File: src/hdl/tpc_pkg.sv
// Shared constants and types of the three-phase PWM generator.
// Assumes a 10 MHz single clock and an AXI4-Lite register bus.
package tpc_pkg;

	// ****************************************
	// Clock and chopper timing
	// ****************************************
	localparam int CLK_HZ = 10_000_000;
	localparam int CHOP_FREQ_HZ [8] = '{100_000, 200_000, 400_000, 500_000,
		800_000, 1_000_000, 1_333_333, 2_000_000};
	// Half period of each chop wave, rounded down, never below one cycle
	localparam logic [7:0] CHOP_HALF_CYC [8] = '{
		8'(CLK_HZ / (2 * CHOP_FREQ_HZ[0])), 8'(CLK_HZ / (2 * CHOP_FREQ_HZ[1])),
		8'(CLK_HZ / (2 * CHOP_FREQ_HZ[2])), 8'(CLK_HZ / (2 * CHOP_FREQ_HZ[3])),
		8'(CLK_HZ / (2 * CHOP_FREQ_HZ[4])), 8'(CLK_HZ / (2 * CHOP_FREQ_HZ[5])),
		8'(CLK_HZ / (2 * CHOP_FREQ_HZ[6])), 8'(CLK_HZ / (2 * CHOP_FREQ_HZ[7]))};

	// ****************************************
	// Register offsets (byte addresses)
	// ****************************************
	localparam logic [31:0] OFS_CTRL = 32'h0000_0000;
	localparam logic [31:0] OFS_PWM_CONTROL = 32'h0000_0004;
	localparam logic [31:0] OFS_CHOPPER = 32'h0000_0008;
	localparam logic [31:0] OFS_REPETITION = 32'h0000_000C;
	localparam logic [31:0] OFS_CMP_BASE = 32'h0000_0010;
	localparam logic [31:0] OFS_CMP_STRIDE = 32'h0000_0008;
	localparam logic [31:0] OFS_CMP_HIGH = 32'h0000_0004;
	localparam logic [31:0] OFS_STATUS = 32'h0000_0030;
	localparam logic [31:0] OFS_COUNTER = 32'h0000_0034;

	// ****************************************
	// Field positions and reset values
	// ****************************************
	localparam int CTRL_CLK_EN = 0;
	localparam int CTRL_THREE_SIGNAL = 1;
	localparam int CTRL_DEADTIME_EN = 2;
	localparam int CTRL_HALF_RATE = 3;
	localparam int CTRL_UPD_IE = 4;
	localparam int CTRL_W = 5;
	localparam int PWC_CENTER = 3;
	localparam int PWC_BYTE_MODE = 4;
	localparam int PWC_FORCE_LSB = 5;
	localparam int CHOP_TGT_LO = 0;
	localparam int CHOP_TGT_HI = 1;
	localparam int CHOP_FRQ_LSB = 2;
	localparam logic [CTRL_W-1:0] CTRL_RST = 5'h00;
	localparam logic [7:0] PWC_RST = 8'h00;
	localparam logic [4:0] CHOP_RST = 5'h00;
	localparam logic [7:0] REP_RST = 8'h00;
	localparam logic [7:0] CMP_BYTE_RST = 8'h00;
	localparam logic [2:0] PRESCALE_RST = 3'h0;
	localparam logic [1:0] RESP_OKAY = 2'h0;
	localparam logic [1:0] RESP_SLVERR = 2'h2;

	// ****************************************
	// Types
	// ****************************************
	typedef enum logic [1:0] {DIR_UP = 2'b01, DIR_DOWN = 2'b10} tpc_dir_t;

	typedef struct packed {
		logic [31:0] awaddr;
		logic awvalid;
		logic [31:0] wdata;
		logic [3:0] wstrb;
		logic wvalid;
		logic bready;
		logic [31:0] araddr;
		logic arvalid;
		logic rready;
	} tpc_axil_req_t;

	typedef struct packed {
		logic awready;
		logic wready;
		logic bvalid;
		logic [1:0] bresp;
		logic arready;
		logic rvalid;
		logic [31:0] rdata;
		logic [1:0] rresp;
	} tpc_axil_rsp_t;

endpackage

File: src/hdl/tpc_pwm_gen.sv
// Three-phase PWM generator with preloaded compares and output chopper.
// Assumes an AXI4-Lite master on the same 10 MHz clock, synchronous reset.
//
// Decided for this implementation: the register offsets and the AXI4-Lite register port.
`timescale 1ns/100ps
`default_nettype none

// Behaviour
// - Two-bit target picks chopped high/low channels
// - Three-bit code picks chop frequency, halvable
// - Complementary pairs fixed; chopper per target only
// - Three phases share one carrier period
// - Single mode routes phase U only
// - One 12-bit counter, 13-bit phase compares
// - Compares preloaded, transferred only on update
// - Buffered prescaler divides clock by 1..8
// - Center mode counts up then down
// - Center: low on up-match, high on down-match
// - Edge mode counts up, then clears
// - Edge: low on match, high on clear
// - Counter zero-extended to 13-bit compare
// - Above carrier holds high, zero holds low
// - Low byte first; high byte arms transfer
// - Byte mode with per-phase force, cleared on update
// - Reads return preload contents
// - Left-aligned 16-bit value rounded to 13 bits
// - Stopped at zero until enabled; enable forces update
// - Update on wrap when repetition count is zero
// - Update flag raised with update event
module tpc_pwm_gen import tpc_pkg::*; (
	input wire logic ref_clk_i,
	input wire logic srst_i,
	input wire tpc_axil_req_t axi_req_i,
	output var tpc_axil_rsp_t axi_rsp_o,
	output var logic [2:0] phase_o,
	output var logic [5:0] motor_output_channel_o,
	output var logic update_event_o,
	output var logic update_interrupt_flag_o
);

	// ****************************************
	// Functions
	// ****************************************
	function automatic logic [12:0] round13(input logic [15:0] v);
		logic [13:0] s;
		s = {1'b0, v[15:3]} + {13'h0000, v[2]};
		round13 = s[13] ? 13'h1FFF : s[12:0];
	endfunction

	function automatic logic phase_level(input logic [12:0] cmp, input logic [11:0] cnt,
			input logic down, input logic force_full);
		logic [12:0] c13;
		c13 = {1'b0, cnt};
		if (force_full) begin
			phase_level = 1'b1;
		end else if (cmp == 13'h0000) begin
			phase_level = 1'b0;
		end else if (down) begin
			phase_level = (c13 <= cmp);
		end else begin
			phase_level = (c13 < cmp);
		end
	endfunction

	function automatic logic [31:0] cmp_addr(input int idx, input logic high);
		cmp_addr = OFS_CMP_BASE + 32'(idx) * OFS_CMP_STRIDE + (high ? OFS_CMP_HIGH : 32'h0000_0000);
	endfunction

	// ****************************************
	// Bus slave
	// ****************************************
	logic aw_full, w_full, bvalid, rvalid;
	logic [31:0] aw_addr, w_data, rdata;
	logic [3:0] w_strb;
	logic [1:0] bresp, rresp;
	logic [31:0] rd_word;
	logic rd_hit;

	wire logic awready = !aw_full && !bvalid;
	wire logic wready = !w_full && !bvalid;
	wire logic arready = !rvalid;
	wire logic wr_fire = aw_full && w_full && !bvalid;
	wire logic wr_b0 = wr_fire && w_strb[0];
	wire logic wr_ctrl = wr_b0 && (aw_addr == OFS_CTRL);
	wire logic wr_pwc = wr_b0 && (aw_addr == OFS_PWM_CONTROL);
	wire logic wr_chop = wr_b0 && (aw_addr == OFS_CHOPPER);
	wire logic wr_rep = wr_b0 && (aw_addr == OFS_REPETITION);
	wire logic wr_status = wr_b0 && (aw_addr == OFS_STATUS);
	logic [3:0] wr_lo, wr_hi;
	logic wr_cmp_hit;

	always_comb begin
		wr_lo = 4'h0;
		wr_hi = 4'h0;
		for (int i = 0; i < 4; i++) begin
			wr_lo[i] = wr_b0 && (aw_addr == cmp_addr(i, 1'b0));
			wr_hi[i] = wr_b0 && (aw_addr == cmp_addr(i, 1'b1));
		end
	end

	always_comb begin
		wr_cmp_hit = 1'b0;
		for (int i = 0; i < 4; i++) begin
			if (aw_addr == cmp_addr(i, 1'b0) || aw_addr == cmp_addr(i, 1'b1)) begin
				wr_cmp_hit = 1'b1;
			end
		end
	end

	wire logic wr_hit = wr_cmp_hit || aw_addr == OFS_CTRL || aw_addr == OFS_PWM_CONTROL
		|| aw_addr == OFS_CHOPPER || aw_addr == OFS_REPETITION || aw_addr == OFS_STATUS
		|| aw_addr == OFS_COUNTER;

	always_ff @(posedge ref_clk_i) begin
		if (srst_i) begin
			aw_full <= 1'b0;
			w_full <= 1'b0;
			bvalid <= 1'b0;
			aw_addr <= 32'h0000_0000;
			w_data <= 32'h0000_0000;
			w_strb <= 4'h0;
			bresp <= RESP_OKAY;
		end else begin
			if (axi_req_i.awvalid && awready) begin
				aw_full <= 1'b1;
				aw_addr <= axi_req_i.awaddr;
			end
			if (axi_req_i.wvalid && wready) begin
				w_full <= 1'b1;
				w_data <= axi_req_i.wdata;
				w_strb <= axi_req_i.wstrb;
			end
			if (wr_fire) begin
				aw_full <= 1'b0;
				w_full <= 1'b0;
				bvalid <= 1'b1;
				bresp <= wr_hit ? RESP_OKAY : RESP_SLVERR;
			end else if (bvalid && axi_req_i.bready) begin
				bvalid <= 1'b0;
			end
		end
	end

	always_ff @(posedge ref_clk_i) begin
		if (srst_i) begin
			rvalid <= 1'b0;
			rdata <= 32'h0000_0000;
			rresp <= RESP_OKAY;
		end else if (axi_req_i.arvalid && arready) begin
			rvalid <= 1'b1;
			rdata <= rd_word;
			rresp <= rd_hit ? RESP_OKAY : RESP_SLVERR;
		end else if (rvalid && axi_req_i.rready) begin
			rvalid <= 1'b0;
		end
	end

	assign axi_rsp_o = '{awready: awready, wready: wready, bvalid: bvalid, bresp: bresp,
		arready: arready, rvalid: rvalid, rdata: rdata, rresp: rresp};

	// ****************************************
	// Registers
	// ****************************************
	logic [CTRL_W-1:0] ctrl;
	logic [7:0] pwc_pre;
	logic [4:0] chop_cfg;
	logic [7:0] rep_pre, rep_act, rep_cnt;
	logic [7:0] cmp_lo [4];
	logic [7:0] cmp_hi [4];
	logic [12:0] cmp_act [4];
	logic [3:0] armed;
	logic [2:0] presc_act;
	logic center_act, byte_act, clk_en_q, upd_flag;
	logic [11:0] cnt;
	logic [2:0] pc;
	tpc_dir_t dir;
	logic upd;

	wire logic clk_en = ctrl[CTRL_CLK_EN];
	wire logic three_sig = ctrl[CTRL_THREE_SIGNAL];
	wire logic [2:0] force_bits = pwc_pre[PWC_FORCE_LSB +: 3];
	wire logic [1:0] chop_target = chop_cfg[CHOP_TGT_HI:CHOP_TGT_LO];
	wire logic [11:0] carrier = cmp_act[0][11:0];

	always_ff @(posedge ref_clk_i) begin
		if (srst_i) begin
			ctrl <= CTRL_RST;
			pwc_pre <= PWC_RST;
			chop_cfg <= CHOP_RST;
			rep_pre <= REP_RST;
		end else begin
			if (wr_ctrl) ctrl <= w_data[CTRL_W-1:0];
			if (wr_chop) chop_cfg <= w_data[4:0];
			if (wr_rep) rep_pre <= w_data[7:0];
			if (wr_pwc) begin
				pwc_pre <= w_data[7:0];
			end else if (upd) begin
				pwc_pre[PWC_FORCE_LSB +: 3] <= 3'h0;
			end
		end
	end

	// Low write disarms so a half-written pair never transfers
	always_ff @(posedge ref_clk_i) begin
		if (srst_i) begin
			armed <= 4'h0;
			for (int i = 0; i < 4; i++) begin
				cmp_lo[i] <= CMP_BYTE_RST;
				cmp_hi[i] <= CMP_BYTE_RST;
			end
		end else begin
			for (int i = 0; i < 4; i++) begin
				if (wr_lo[i]) begin
					cmp_lo[i] <= w_data[7:0];
					armed[i] <= 1'b0;
				end
				if (wr_hi[i]) begin
					cmp_hi[i] <= w_data[7:0];
					armed[i] <= 1'b1;
				end
			end
		end
	end

	always_ff @(posedge ref_clk_i) begin
		if (srst_i) begin
			upd_flag <= 1'b0;
		end else if (upd && ctrl[CTRL_UPD_IE]) begin
			upd_flag <= 1'b1;
		end else if (wr_status && w_data[0]) begin
			upd_flag <= 1'b0;
		end
	end

	always_comb begin
		rd_hit = 1'b1;
		rd_word = 32'h0000_0000;
		if (axi_req_i.araddr == OFS_CTRL) begin
			rd_word = {27'h0000000, ctrl};
		end else if (axi_req_i.araddr == OFS_PWM_CONTROL) begin
			rd_word = {24'h000000, pwc_pre};
		end else if (axi_req_i.araddr == OFS_CHOPPER) begin
			rd_word = {27'h0000000, chop_cfg};
		end else if (axi_req_i.araddr == OFS_REPETITION) begin
			rd_word = {24'h000000, rep_pre};
		end else if (axi_req_i.araddr == OFS_STATUS) begin
			rd_word = {31'h00000000, upd_flag};
		end else if (axi_req_i.araddr == OFS_COUNTER) begin
			rd_word = {20'h00000, cnt};
		end else begin
			rd_hit = 1'b0;
			for (int i = 0; i < 4; i++) begin
				if (axi_req_i.araddr == cmp_addr(i, 1'b0)) begin
					rd_word = {24'h000000, cmp_lo[i]};
					rd_hit = 1'b1;
				end
				if (axi_req_i.araddr == cmp_addr(i, 1'b1)) begin
					rd_word = {24'h000000, cmp_hi[i]};
					rd_hit = 1'b1;
				end
			end
		end
	end

	// ****************************************
	// Counter and update events
	// ****************************************
	wire logic tick = clk_en && (pc == presc_act);
	wire logic at_top = (cnt >= carrier);
	wire logic at_bottom = (cnt == 12'h000);
	wire logic wrap = tick && ((dir == DIR_UP && at_top) || (dir == DIR_DOWN && at_bottom));
	wire logic start = clk_en && !clk_en_q;
	assign upd = start || (wrap && rep_cnt == 8'h00);

	always_ff @(posedge ref_clk_i) begin
		if (srst_i || !clk_en) begin
			cnt <= 12'h000;
			pc <= 3'h0;
			dir <= DIR_UP;
		end else begin
			pc <= tick ? 3'h0 : 3'(pc + 3'h1);
			if (tick) begin
				case (dir)
					DIR_UP: begin
						if (at_top && center_act && !at_bottom) begin
							dir <= DIR_DOWN;
							cnt <= 12'(cnt - 12'h001);
						end else if (at_top) begin
							cnt <= 12'h000;
						end else begin
							cnt <= 12'(cnt + 12'h001);
						end
					end
					DIR_DOWN: begin
						if (at_bottom) begin
							dir <= DIR_UP;
							cnt <= 12'h001;
						end else begin
							cnt <= 12'(cnt - 12'h001);
						end
					end
					default: dir <= DIR_UP;
				endcase
			end
		end
	end

	// Preload registers copied only here, so compare writes never glitch outputs
	always_ff @(posedge ref_clk_i) begin
		if (srst_i) begin
			clk_en_q <= 1'b0;
			rep_act <= REP_RST;
			rep_cnt <= REP_RST;
			presc_act <= PRESCALE_RST;
			center_act <= 1'b0;
			byte_act <= 1'b0;
			update_event_o <= 1'b0;
			for (int i = 0; i < 4; i++) begin
				cmp_act[i] <= 13'h0000;
			end
		end else begin
			clk_en_q <= clk_en;
			update_event_o <= upd;
			if (upd) begin
				rep_act <= rep_pre;
				rep_cnt <= rep_pre;
				presc_act <= pwc_pre[2:0];
				center_act <= pwc_pre[PWC_CENTER];
				byte_act <= pwc_pre[PWC_BYTE_MODE];
				for (int i = 0; i < 4; i++) begin
					if (armed[i]) begin
						cmp_act[i] <= pwc_pre[PWC_BYTE_MODE] ? {5'h00, cmp_hi[i]}
							: round13({cmp_hi[i], cmp_lo[i]});
					end
				end
			end else if (wrap) begin
				rep_cnt <= 8'(rep_cnt - 8'h01);
			end
		end
	end

	assign update_interrupt_flag_o = upd_flag;

	// ****************************************
	// Phase levels, routing and chopper
	// ****************************************
	logic [2:0] next_phase;
	logic [5:0] next_motor_out;
	logic chop_wave;

	always_comb begin
		for (int k = 0; k < 3; k++) begin
			next_phase[k] = phase_level(cmp_act[k + 1], cnt, center_act && dir == DIR_DOWN,
				(byte_act && force_bits[k]) || cmp_act[k + 1] > {1'b0, carrier});
		end
		if (!three_sig) begin
			next_phase[2:1] = 2'b00;
		end
	end

	always_comb begin
		for (int k = 0; k < 3; k++) begin
			next_motor_out[2 * k] = phase_o[k] && (!chop_target[1] || chop_wave);
			next_motor_out[2 * k + 1] = (k == 0 || three_sig) && !phase_o[k]
				&& (!chop_target[0] || chop_wave);
		end
	end

	always_ff @(posedge ref_clk_i) begin
		if (srst_i) begin
			phase_o <= 3'h0;
			motor_output_channel_o <= 6'h00;
		end else begin
			phase_o <= next_phase;
			motor_output_channel_o <= next_motor_out;
		end
	end

	tpc_chop_wave u_chop (
		.ref_clk_i(ref_clk_i),
		.srst_i(srst_i),
		.enable_i(chop_target != 2'b00),
		.half_rate_i(ctrl[CTRL_HALF_RATE]),
		.freq_sel_i(chop_cfg[CHOP_FRQ_LSB +: 3]),
		.wave_o(chop_wave)
	);

	// ****************************************
	// Assertions
	// ****************************************
	chk_stopped_zero: assert property (@(posedge ref_clk_i) disable iff (srst_i)
		!clk_en |=> cnt == 12'h000 && dir == DIR_UP)
		else $error("counter not held at zero while stopped");

	chk_edge_clear: assert property (@(posedge ref_clk_i) disable iff (srst_i)
		clk_en && tick && !center_act && at_top |=> cnt == 12'h000)
		else $error("edge mode counter did not clear at carrier");

	chk_center_turn: assert property (@(posedge ref_clk_i) disable iff (srst_i)
		clk_en && tick && center_act && dir == DIR_UP && at_top && !at_bottom
		|=> dir == DIR_DOWN && cnt == $past(cnt) - 12'h001)
		else $error("center mode did not turn down at carrier");

	chk_zero_low: assert property (@(posedge ref_clk_i) disable iff (srst_i)
		cmp_act[1] == 13'h0000 && !(byte_act && force_bits[0]) |=> !phase_o[0])
		else $error("zero compare did not hold phase low");

	chk_full_high: assert property (@(posedge ref_clk_i) disable iff (srst_i)
		cmp_act[1] > {1'b0, carrier} |=> phase_o[0])
		else $error("compare above carrier did not hold phase high");

	chk_single_route: assert property (@(posedge ref_clk_i) disable iff (srst_i)
		!three_sig |=> phase_o[2:1] == 2'b00)
		else $error("phases V and W routed in single mode");

	chk_chop_off: assert property (@(posedge ref_clk_i) disable iff (srst_i)
		chop_target == 2'b00 |=> motor_output_channel_o[0] == $past(phase_o[0])
		&& motor_output_channel_o[1] == !$past(phase_o[0]))
		else $error("outputs chopped while chopper off");

	chk_preload_hold: assert property (@(posedge ref_clk_i) disable iff (srst_i)
		!upd |=> $stable(cmp_act[1]) && $stable(cmp_act[0]) && $stable(presc_act))
		else $error("active compare changed outside update");

	chk_force_clear: assert property (@(posedge ref_clk_i) disable iff (srst_i)
		upd && !wr_pwc |=> force_bits == 3'h0)
		else $error("force bits survived update event");

	chk_update_flag: assert property (@(posedge ref_clk_i) disable iff (srst_i)
		upd && ctrl[CTRL_UPD_IE] |=> upd_flag && update_event_o)
		else $error("update flag not raised with update");

	chk_arm_high: assert property (@(posedge ref_clk_i) disable iff (srst_i)
		wr_lo[1] && !wr_hi[1] ##1 upd |=> $stable(cmp_act[1]))
		else $error("half written compare was transferred");

endmodule
`default_nettype wire

File: src/hdl/tpc_chop_wave.sv
// Square wave source for the high frequency chopper.
// Assumes the 10 MHz reference clock; frequency code may change any time.
`timescale 1ns/100ps
`default_nettype none

module tpc_chop_wave import tpc_pkg::*; (
	input wire logic ref_clk_i,
	input wire logic srst_i,
	input wire logic enable_i,
	input wire logic half_rate_i,
	input wire logic [2:0] freq_sel_i,
	output var logic wave_o
);

	// ****************************************
	// Divider
	// ****************************************
	logic [7:0] div_cnt;
	wire logic [7:0] half_cyc = CHOP_HALF_CYC[freq_sel_i];
	// Slow motor clock halves every frequency
	wire logic [7:0] limit = half_rate_i ? {half_cyc[6:0], 1'b0} : half_cyc;
	wire logic at_limit = (div_cnt >= 8'(limit - 8'h01));

	always_ff @(posedge ref_clk_i) begin
		if (srst_i || !enable_i) begin
			div_cnt <= 8'h00;
			wave_o <= 1'b1;
		end else if (at_limit) begin
			div_cnt <= 8'h00;
			wave_o <= !wave_o;
		end else begin
			div_cnt <= 8'(div_cnt + 8'h01);
		end
	end

endmodule
`default_nettype wire

File: config.mk
export PLATFORM = sky130hd
export DESIGN_NAME = tpc_pwm_gen
export DESIGN_NICKNAME = d
export VERILOG_FILES = /design/src/hdl/tpc_pkg.sv /design/src/hdl/tpc_pwm_gen.sv /design/src/hdl/tpc_chop_wave.sv
export SDC_FILE = /design/constraint.sdc
export NUM_CORES = 1
export LEC_CHECK = 0
export BUFFER_PORTS_ARGS = -buffer_cell sky130_fd_sc_hd__buf_2
export CAP_MARGIN = 25
export CORE_MARGIN = 4
export CORE_UTILIZATION = 39
export CTS_CLUSTER_SIZE = 8
export DETAILED_ROUTE_END_ITERATION = 10
export HOLD_SLACK_MARGIN = 0.02
export PLACE_DENSITY_LB_ADDON = 0.05
export SETUP_SLACK_MARGIN = 0.3
export SYNTH_ARGS = -nofsm -noshare
export SYNTH_HDL_FRONTEND = slang
export SYNTH_SLANG_ARGS = --single-unit
File: constraint.sdc
create_clock -name ref_clk_i -period 6.1 [get_ports ref_clk_i]
set_clock_uncertainty 0.05 [all_clocks]
set_input_delay 0.305 -clock ref_clk_i [delete_from_list [all_inputs] [get_ports ref_clk_i]]
set_output_delay 0.305 -clock ref_clk_i [all_outputs]
set_load 0.02 [all_outputs]
# --- Word level (Yosys, flattened, before mapping) ---
# Memory sizes are Yosys's and may differ from the RTL's.
# Index checks and enable logic that the tools add are counted.
totals:
  regBits: 162
  ramBits: 116
  romBits: 64
  input_bits: 107
  word_cells: 340
  mem_count: 4
mem_list:
  columns: ["memory", "depth", "word_bits", "rd", "rd_ports_with_merged_regs", "write_ports", "line", "rtl"]
  rows:
  - ["(no name shown)", 8, 8, 1, 0, 0, "tpc_chop_wave.sv:19", "wire logic [7:0] half_cyc = CHOP_HALF_CYC[freq_sel_i];"]
  - ["cmp_act", 4, 13, 4, 0, 4, "tpc_pwm_gen.sv:170", "logic [12:0] cmp_act [4];"]
  - ["cmp_hi", 4, 8, 4, 0, 4, "tpc_pwm_gen.sv:169", "logic [7:0] cmp_hi [4];"]
  - ["cmp_lo", 4, 8, 4, 0, 4, "tpc_pwm_gen.sv:168", "logic [7:0] cmp_lo [4];"]
op_classes:
  n_addsub: 10
  n_lt_le_gt_ge: 12
  n_eq_ne: 31
  muxes: 133
  n_bitwise: 14
  n_reduce_logical: 102
ops:
  columns: ["cell", "count"]
  rows:
  - ["$mux 32", 13]
  - ["$eq 32x6->1 const B", 12]
  - ["$eq 32x5->1 const B", 8]
  - ["$mux 13", 12]
  - ["$eq 32x4->1 const B", 4]
  - ["$mux 8", 14]
  - ["$mux 1", 83]
  - ["$eq 32x3->1 const B", 2]
  - ["$logic_not 32->1", 2]
  - ["$add 13x1->14", 4]
  - ["$logic_and 1x1->1", 45]
  - ["$gt 13x12->1", 3]
  - ["$le 12x13->1", 3]
  - ["$logic_not 13->1", 3]
  - ["$lt 12x13->1", 3]
  - ["$mux 12", 3]
  - ["$pmux 12 s2", 1]
  - ["$reduce_bool 2->1", 11]
  - ["$logic_or 1x1->1", 19]
  - ["$sub 8x1->8 const B", 2]
  - ["$logic_not 1->1", 14]
  - ["$add 12x1->12 const B", 1]
  - ["$ge 12x12->1", 1]
  - ["$logic_not 12->1", 1]
  - ["20 further kinds", 38]

# --- Logic depth before layout (Yosys ltp) ---
logic_depth:
  word_depth: 16
  ltp_mapped: 15

# --- By module ---
# A second synthesis with hierarchy kept.
unflattened:
  cells_unflattened: 1805
  area_unflattened_um2: 15857.7
modules_own_cells:
  columns: ["module", "n_inst", "cells_per_inst", "area_per_inst_um2"]
  rows:
  - ["tpc_pwm_gen", 1, 1687, 14884.3]
  - ["tpc_chop_wave", 1, 118, 973.4]

# --- Worst setup path after synthesis ---
# OpenSTA, ideal clock, no wires.
synth_path:
  kind: "register to register"
  from: "register chop_cfg[3]"
  to: "register u_chop.div_cnt[2]"
  t_arrival_ps: 2965
  path_slack_ps: 3018
  path_stages_with_launch: 14
  n_path_buf: 0
  period_less_slack_ps: 3082
  cell_sequence: "dfxtp_1 inv_1 ha_1 mux2i_1 nor2_1 a21oi_1 ha_1 nand3_1 or3_1 o211a_1 ha_1 o41ai_1 nand2_1 nor2_1"
synth_via:
  elab_chain_cells: 8
synth_lines:
  columns: ["element", "line", "rtl"]
  rows:
  - ["start: declaration", "tpc_pwm_gen.sv:166", "logic [4:0] chop_cfg;"]
  - ["start signal: assignment", "tpc_pwm_gen.sv:193", "if (wr_chop) chop_cfg <= w_data[4:0];"]
  - ["$not 3->4 (implied by the code)", "tpc_chop_wave.sv:19", null]
  - ["$mem_v2 8x8", null, null]
  - ["$mux 8 (implied by the code) (2 in a row)", "tpc_chop_wave.sv:19", null]
  - ["$mux 8", "tpc_chop_wave.sv:21", "wire logic [7:0] limit = half_rate_i ? {half_cyc[6:0], 1'b0} : half_cyc;"]
  - ["$sub 8x1->8", "tpc_chop_wave.sv:22", "wire logic at_limit = (div_cnt >= 8'(limit - 8'h01));"]
  - ["$ge 8x8->1", "tpc_chop_wave.sv:22", null]
  - ["$reduce_or 2->1 (no source line)", null, null]
  - ["end signal: assignment", "tpc_chop_wave.sv:32", "div_cnt <= 8'(div_cnt + 8'h01);"]
  - ["end: declaration", "tpc_chop_wave.sv:18", "logic [7:0] div_cnt;"]
# No other way between the ends. The select of a mux whose other input is x is not followed.
# A chain may end at the register's enable or synchronous reset.

# --- Worst setup path in the final report ---
layout_path:
  from: "register cnt[0]"
  to: "register cnt[7]"
layout_via:
  elab_chain_cells: 5
layout_lines:
  columns: ["element", "line", "rtl"]
  rows:
  - ["start: declaration", "tpc_pwm_gen.sv:174", "logic [11:0] cnt;"]
  - ["start signal: assignment", "tpc_pwm_gen.sv:287", "cnt <= 12'(cnt - 12'h001);"]
  - ["start signal: assignment", "tpc_pwm_gen.sv:291", "cnt <= 12'(cnt + 12'h001);"]
  - ["start signal: assignment", "tpc_pwm_gen.sv:299", "cnt <= 12'(cnt - 12'h001);"]
  - ["$ge 12x12->1 or $logic_not 12->1 (tied branches)", "tpc_pwm_gen.sv:269, tpc_pwm_gen.sv:270", null]
  - ["$logic_and 1x1->1 or $logic_not 1->1 (tied branches)", "tpc_pwm_gen.sv:285", "if (at_top && center_act && !at_bottom) begin"]
  - ["$logic_and 1x1->1", "tpc_pwm_gen.sv:285", null]
  - ["$mux 12", "tpc_pwm_gen.sv:285", null]
  - ["$pmux 12 s2 *", "tpc_pwm_gen.sv:283", "case (dir)"]
# Mark *: on every way between the ends. The rest lies on a longest branch, timed or not.

==> metrics.csv <==
metric;value;unit
status;finished clean;
Tmin final;3.88;ns
H-tree levels;2;
LEAKAGE;0.00725;uW
synthesized area;15600;um2
via count;13400;
IO Port Bufs;109;
internal power;3180;uW
initial core utilization;0.399;
Syn. warnings;0;
post-synth top area share;0.222;
die width;208;um
DP HPWL;36700;um
DP Cell Count;2312;
Critical Path Max Stage Delay;0.76;ns
type of origin of the critical path;flop;
fillers;3787;
Worst-Skew Late Latency;0.55;ns
Area Overhead vs Synth;15.8;%
crit path cell chain;inv_1 > ha_1 > nand2b_1 > nand3_1 > a21oi_1 > o21a_1 > nor2_1 > o31ai_1 > a22oi_1 > o32ai_1;
Core ar.;39000;um2
DIE HEIGHT;208;um
global-route wire length before repair;77800;um
Fin Setup TNS;0;ns
Final Hold Fails;0;
Finish-stage setup viols;0;
Post-synth top flop;dfxtp_1;
top cell type by total area after synthesis;edfxtp_1;
Max VDD drop;0.194;mV
total CTS buffers;38;
Max clock buf depth;3;
Routed WL per cell;20.7;um
final hold slack;0.144;ns
Final ANT Viol Nets;0;
Mapped Cells;1766;
Hold Crit Class;input port to flop;
Overall Global Routing Usage;0.226;
Routed WL;50000;um
vias in the first global route;13200;
CP arrival;4.27;ns
FP Rows;72;
worst-path fanout max;12;
Final Cycle Share;0.635;
Yosys cell types;83;
CTS sink cnt;255;
post-CTS setup buffer count;0;
max_cap viols;0;
share of layout cells above drive strength 1;0.110;
Power Density;235;nW/um2
largest net degree at the start of global routing;66;
RD Place Congestion;0.880;
switching portion of total power;0.250;
Seq pwr share;0.449;
Req. time, crit path;6.50;ns
DR iter-0 viols;921;
DRC Markers;0;
Layout Nets;2101;
initial antenna violation count;1;
Slew Limit Fails;0;
Yosys reg bits;255;
Ports;159;
Non-Filler Instances;2419;
synth top area cells;edfxtp_1 22%, dfxtp_1 18%, ha_1 9.2%;
Fmax achieved;258;MHz
Clock power frac;0.474;
Pre-antenna DRT Iters;5;
switching pwr;1060;uW
Worst-path clk slew;0.05;ns
Post-synth EDFFs;115;
CTS tree;yes;
worst relative slew slack;0.388;
Worst path slowest cell;o31ai_1;
Async SR Flop Fraction;0;
Seq/Total Area, Yosys;0.402;
kind of critical path;flop to flop;
critical path endpoint category;flop;
antenna cell count;0;
power share of the combinational group;0.077;
Root Buffer;clkbuf_16;
Pwr Total;4230;uW
RSZ-0062 raised after global routing;false;
area of the die;43100;um2
Vias/cell;5.54;
Avg Cell Area, Syn;8.81;um2
grt ovf;0;
Worst Tran Pin Value;0.913;ns
-- cells in the final DEF, fill, tap and decap left out, types with 19 or more instances in the layout --
master / count
inv_1: 85
and2_1: 45
dlygate4sd3_1: 44
o21ai_0: 65
nand3_1: 56
clkbuf_16: 38
nor2b_1: 25
edfxtp_1: 115
nand4_1: 26
nor4_1: 19
conb_1: 22
xnor2_1: 31
nor3_1: 31
buf_2: 108
and3_1: 64
a21o_1: 21
a21oi_1: 178
dfxtp_1: 139
nand2_1: 204
ha_1: 114
nor2_1: 153
mux2i_1: 22
-- Yosys cell counts (all sizes together), types with 6 or more instances --
master	n
o21bai	7
and3	64
nand2	208
ha	114
a22oi	11
or3	12
nand4	27
a211oi	18
xor2	18
xnor2	31
nor2b	25
o21a	14
o22ai	6
or2	6
and4	6
mux4	6
a21o	21
nand2b	8
nand3	57
edfxtp	115
inv	85
a31oi	18
dfxtp	140
a32oi	10
nor4	23
clkbuf	67
nor2	153
nand3b	7
a221oi	16
nor3	36
mux2i	22
and2	47
buf	48
o31ai	9
o21ai	67
a21oi	178
-- repair_timing --
item                                   4_1_cts  5_1_grt
gates resized for setup                      0        0
hold buffers                                44        0
endpoints found under the hold margin       43        0
-- metrics by stage --
stage / worst slack (ns) / util / area (um2)
finish: 2.22 / 0.462 / 18000
global route: 1.88 / 0.462 / 18000
CTS: 2.29 / 0.461 / 18000
detailed placement: 2.30 / 0.421 / 16400
global placement: 2.35 / 0.420 / 16400
floorplan: 3.02 / - / 15600
-- layer usage --
layer / vias up / track usage / share of wire
met5: - / 0 / 0.00022
met4: 2 / 0.0793 / 0.031
met3: 93 / 0.0364 / 0.050
met2: 382 / 0.363 / 0.45
met1: 6353 / 0.312 / 0.47
li1: 6574 / - / -
-- logic make-up after synthesis --
logic type / after synthesis / synth area share
adders and majority gates: 114 / 0.0917
xor gates and xnor gates: 49 / 0.0276
other: 1 / 0.000241
DFF: 255 / 0.402
buffers and inverters: 201 / 0.0561
AOI/OAI and AO/OA: 428 / 0.176
and+or+nand+nor: 689 / 0.222
muxes: 29 / 0.0236
-- layout make-up --
class                   count  area (um2)  area share
clock buffers              57        1030      0.0573
repair buffers            168        1140      0.0634
inverters                  86         323      0.0179
flip-flops and latches    255        6260       0.347
multi-input cells        1331        8520       0.473
well taps                 518         648      0.0360
clock inverters             4        88.8     0.00493
-- flip-flops by register name, indices dropped and copies added, names as in the netlist, 4 cells and up --
register and count:
motor_output_channel_o 6, pwc_pre 8, cmp_lo 32, rep_cnt 8, w_data 8, cmp_hi 32
aw_addr 32, u_chop.div_cnt 8, rep_pre 8, armed 4, rdata 12, chop_cfg 5
cnt 12, ctrl 5, cmp_act 51
-- critical path, delay by kind of cell, from the launching register on --
family | cells | cell delay [ns]
buf+inv | 1 | 0.42
simple gates | 3 | 0.43
fa+ha+maj | 1 | 0.40
flops | 1 | 0.68
compound gates | 5 | 1.78
-- final timing paths --
kind	slack [ns]	cells after the start	startpoint	end
min	0.14	2	srst_i	aw_addr[10]
max reg2reg	2.22	10	cnt[0]	cnt[7]
max	2.22	10	cnt[0]	cnt[7]
min reg2reg	0.40	1	phase_o[1]	motor_output_channel_o[3]
-- power groups by stage --
| stage | combinational [uW] | clock, uW | sequential (uW) |
|---|---|---|---|
| 6_report | 325 | 2010 | 1900 |
| 5_1_grt | 362 | 2130 | 1910 |
| 4_1_cts | 321 | 2050 | 1900 |
| 3_5_place_dp | 298 | 0 | 1940 |
| 3_3_place_gp | 292 | 0 | 1930 |
| 2_1_floorplan | 217 | 0 | 1900 |
Power figures use the tool's default switching activity.
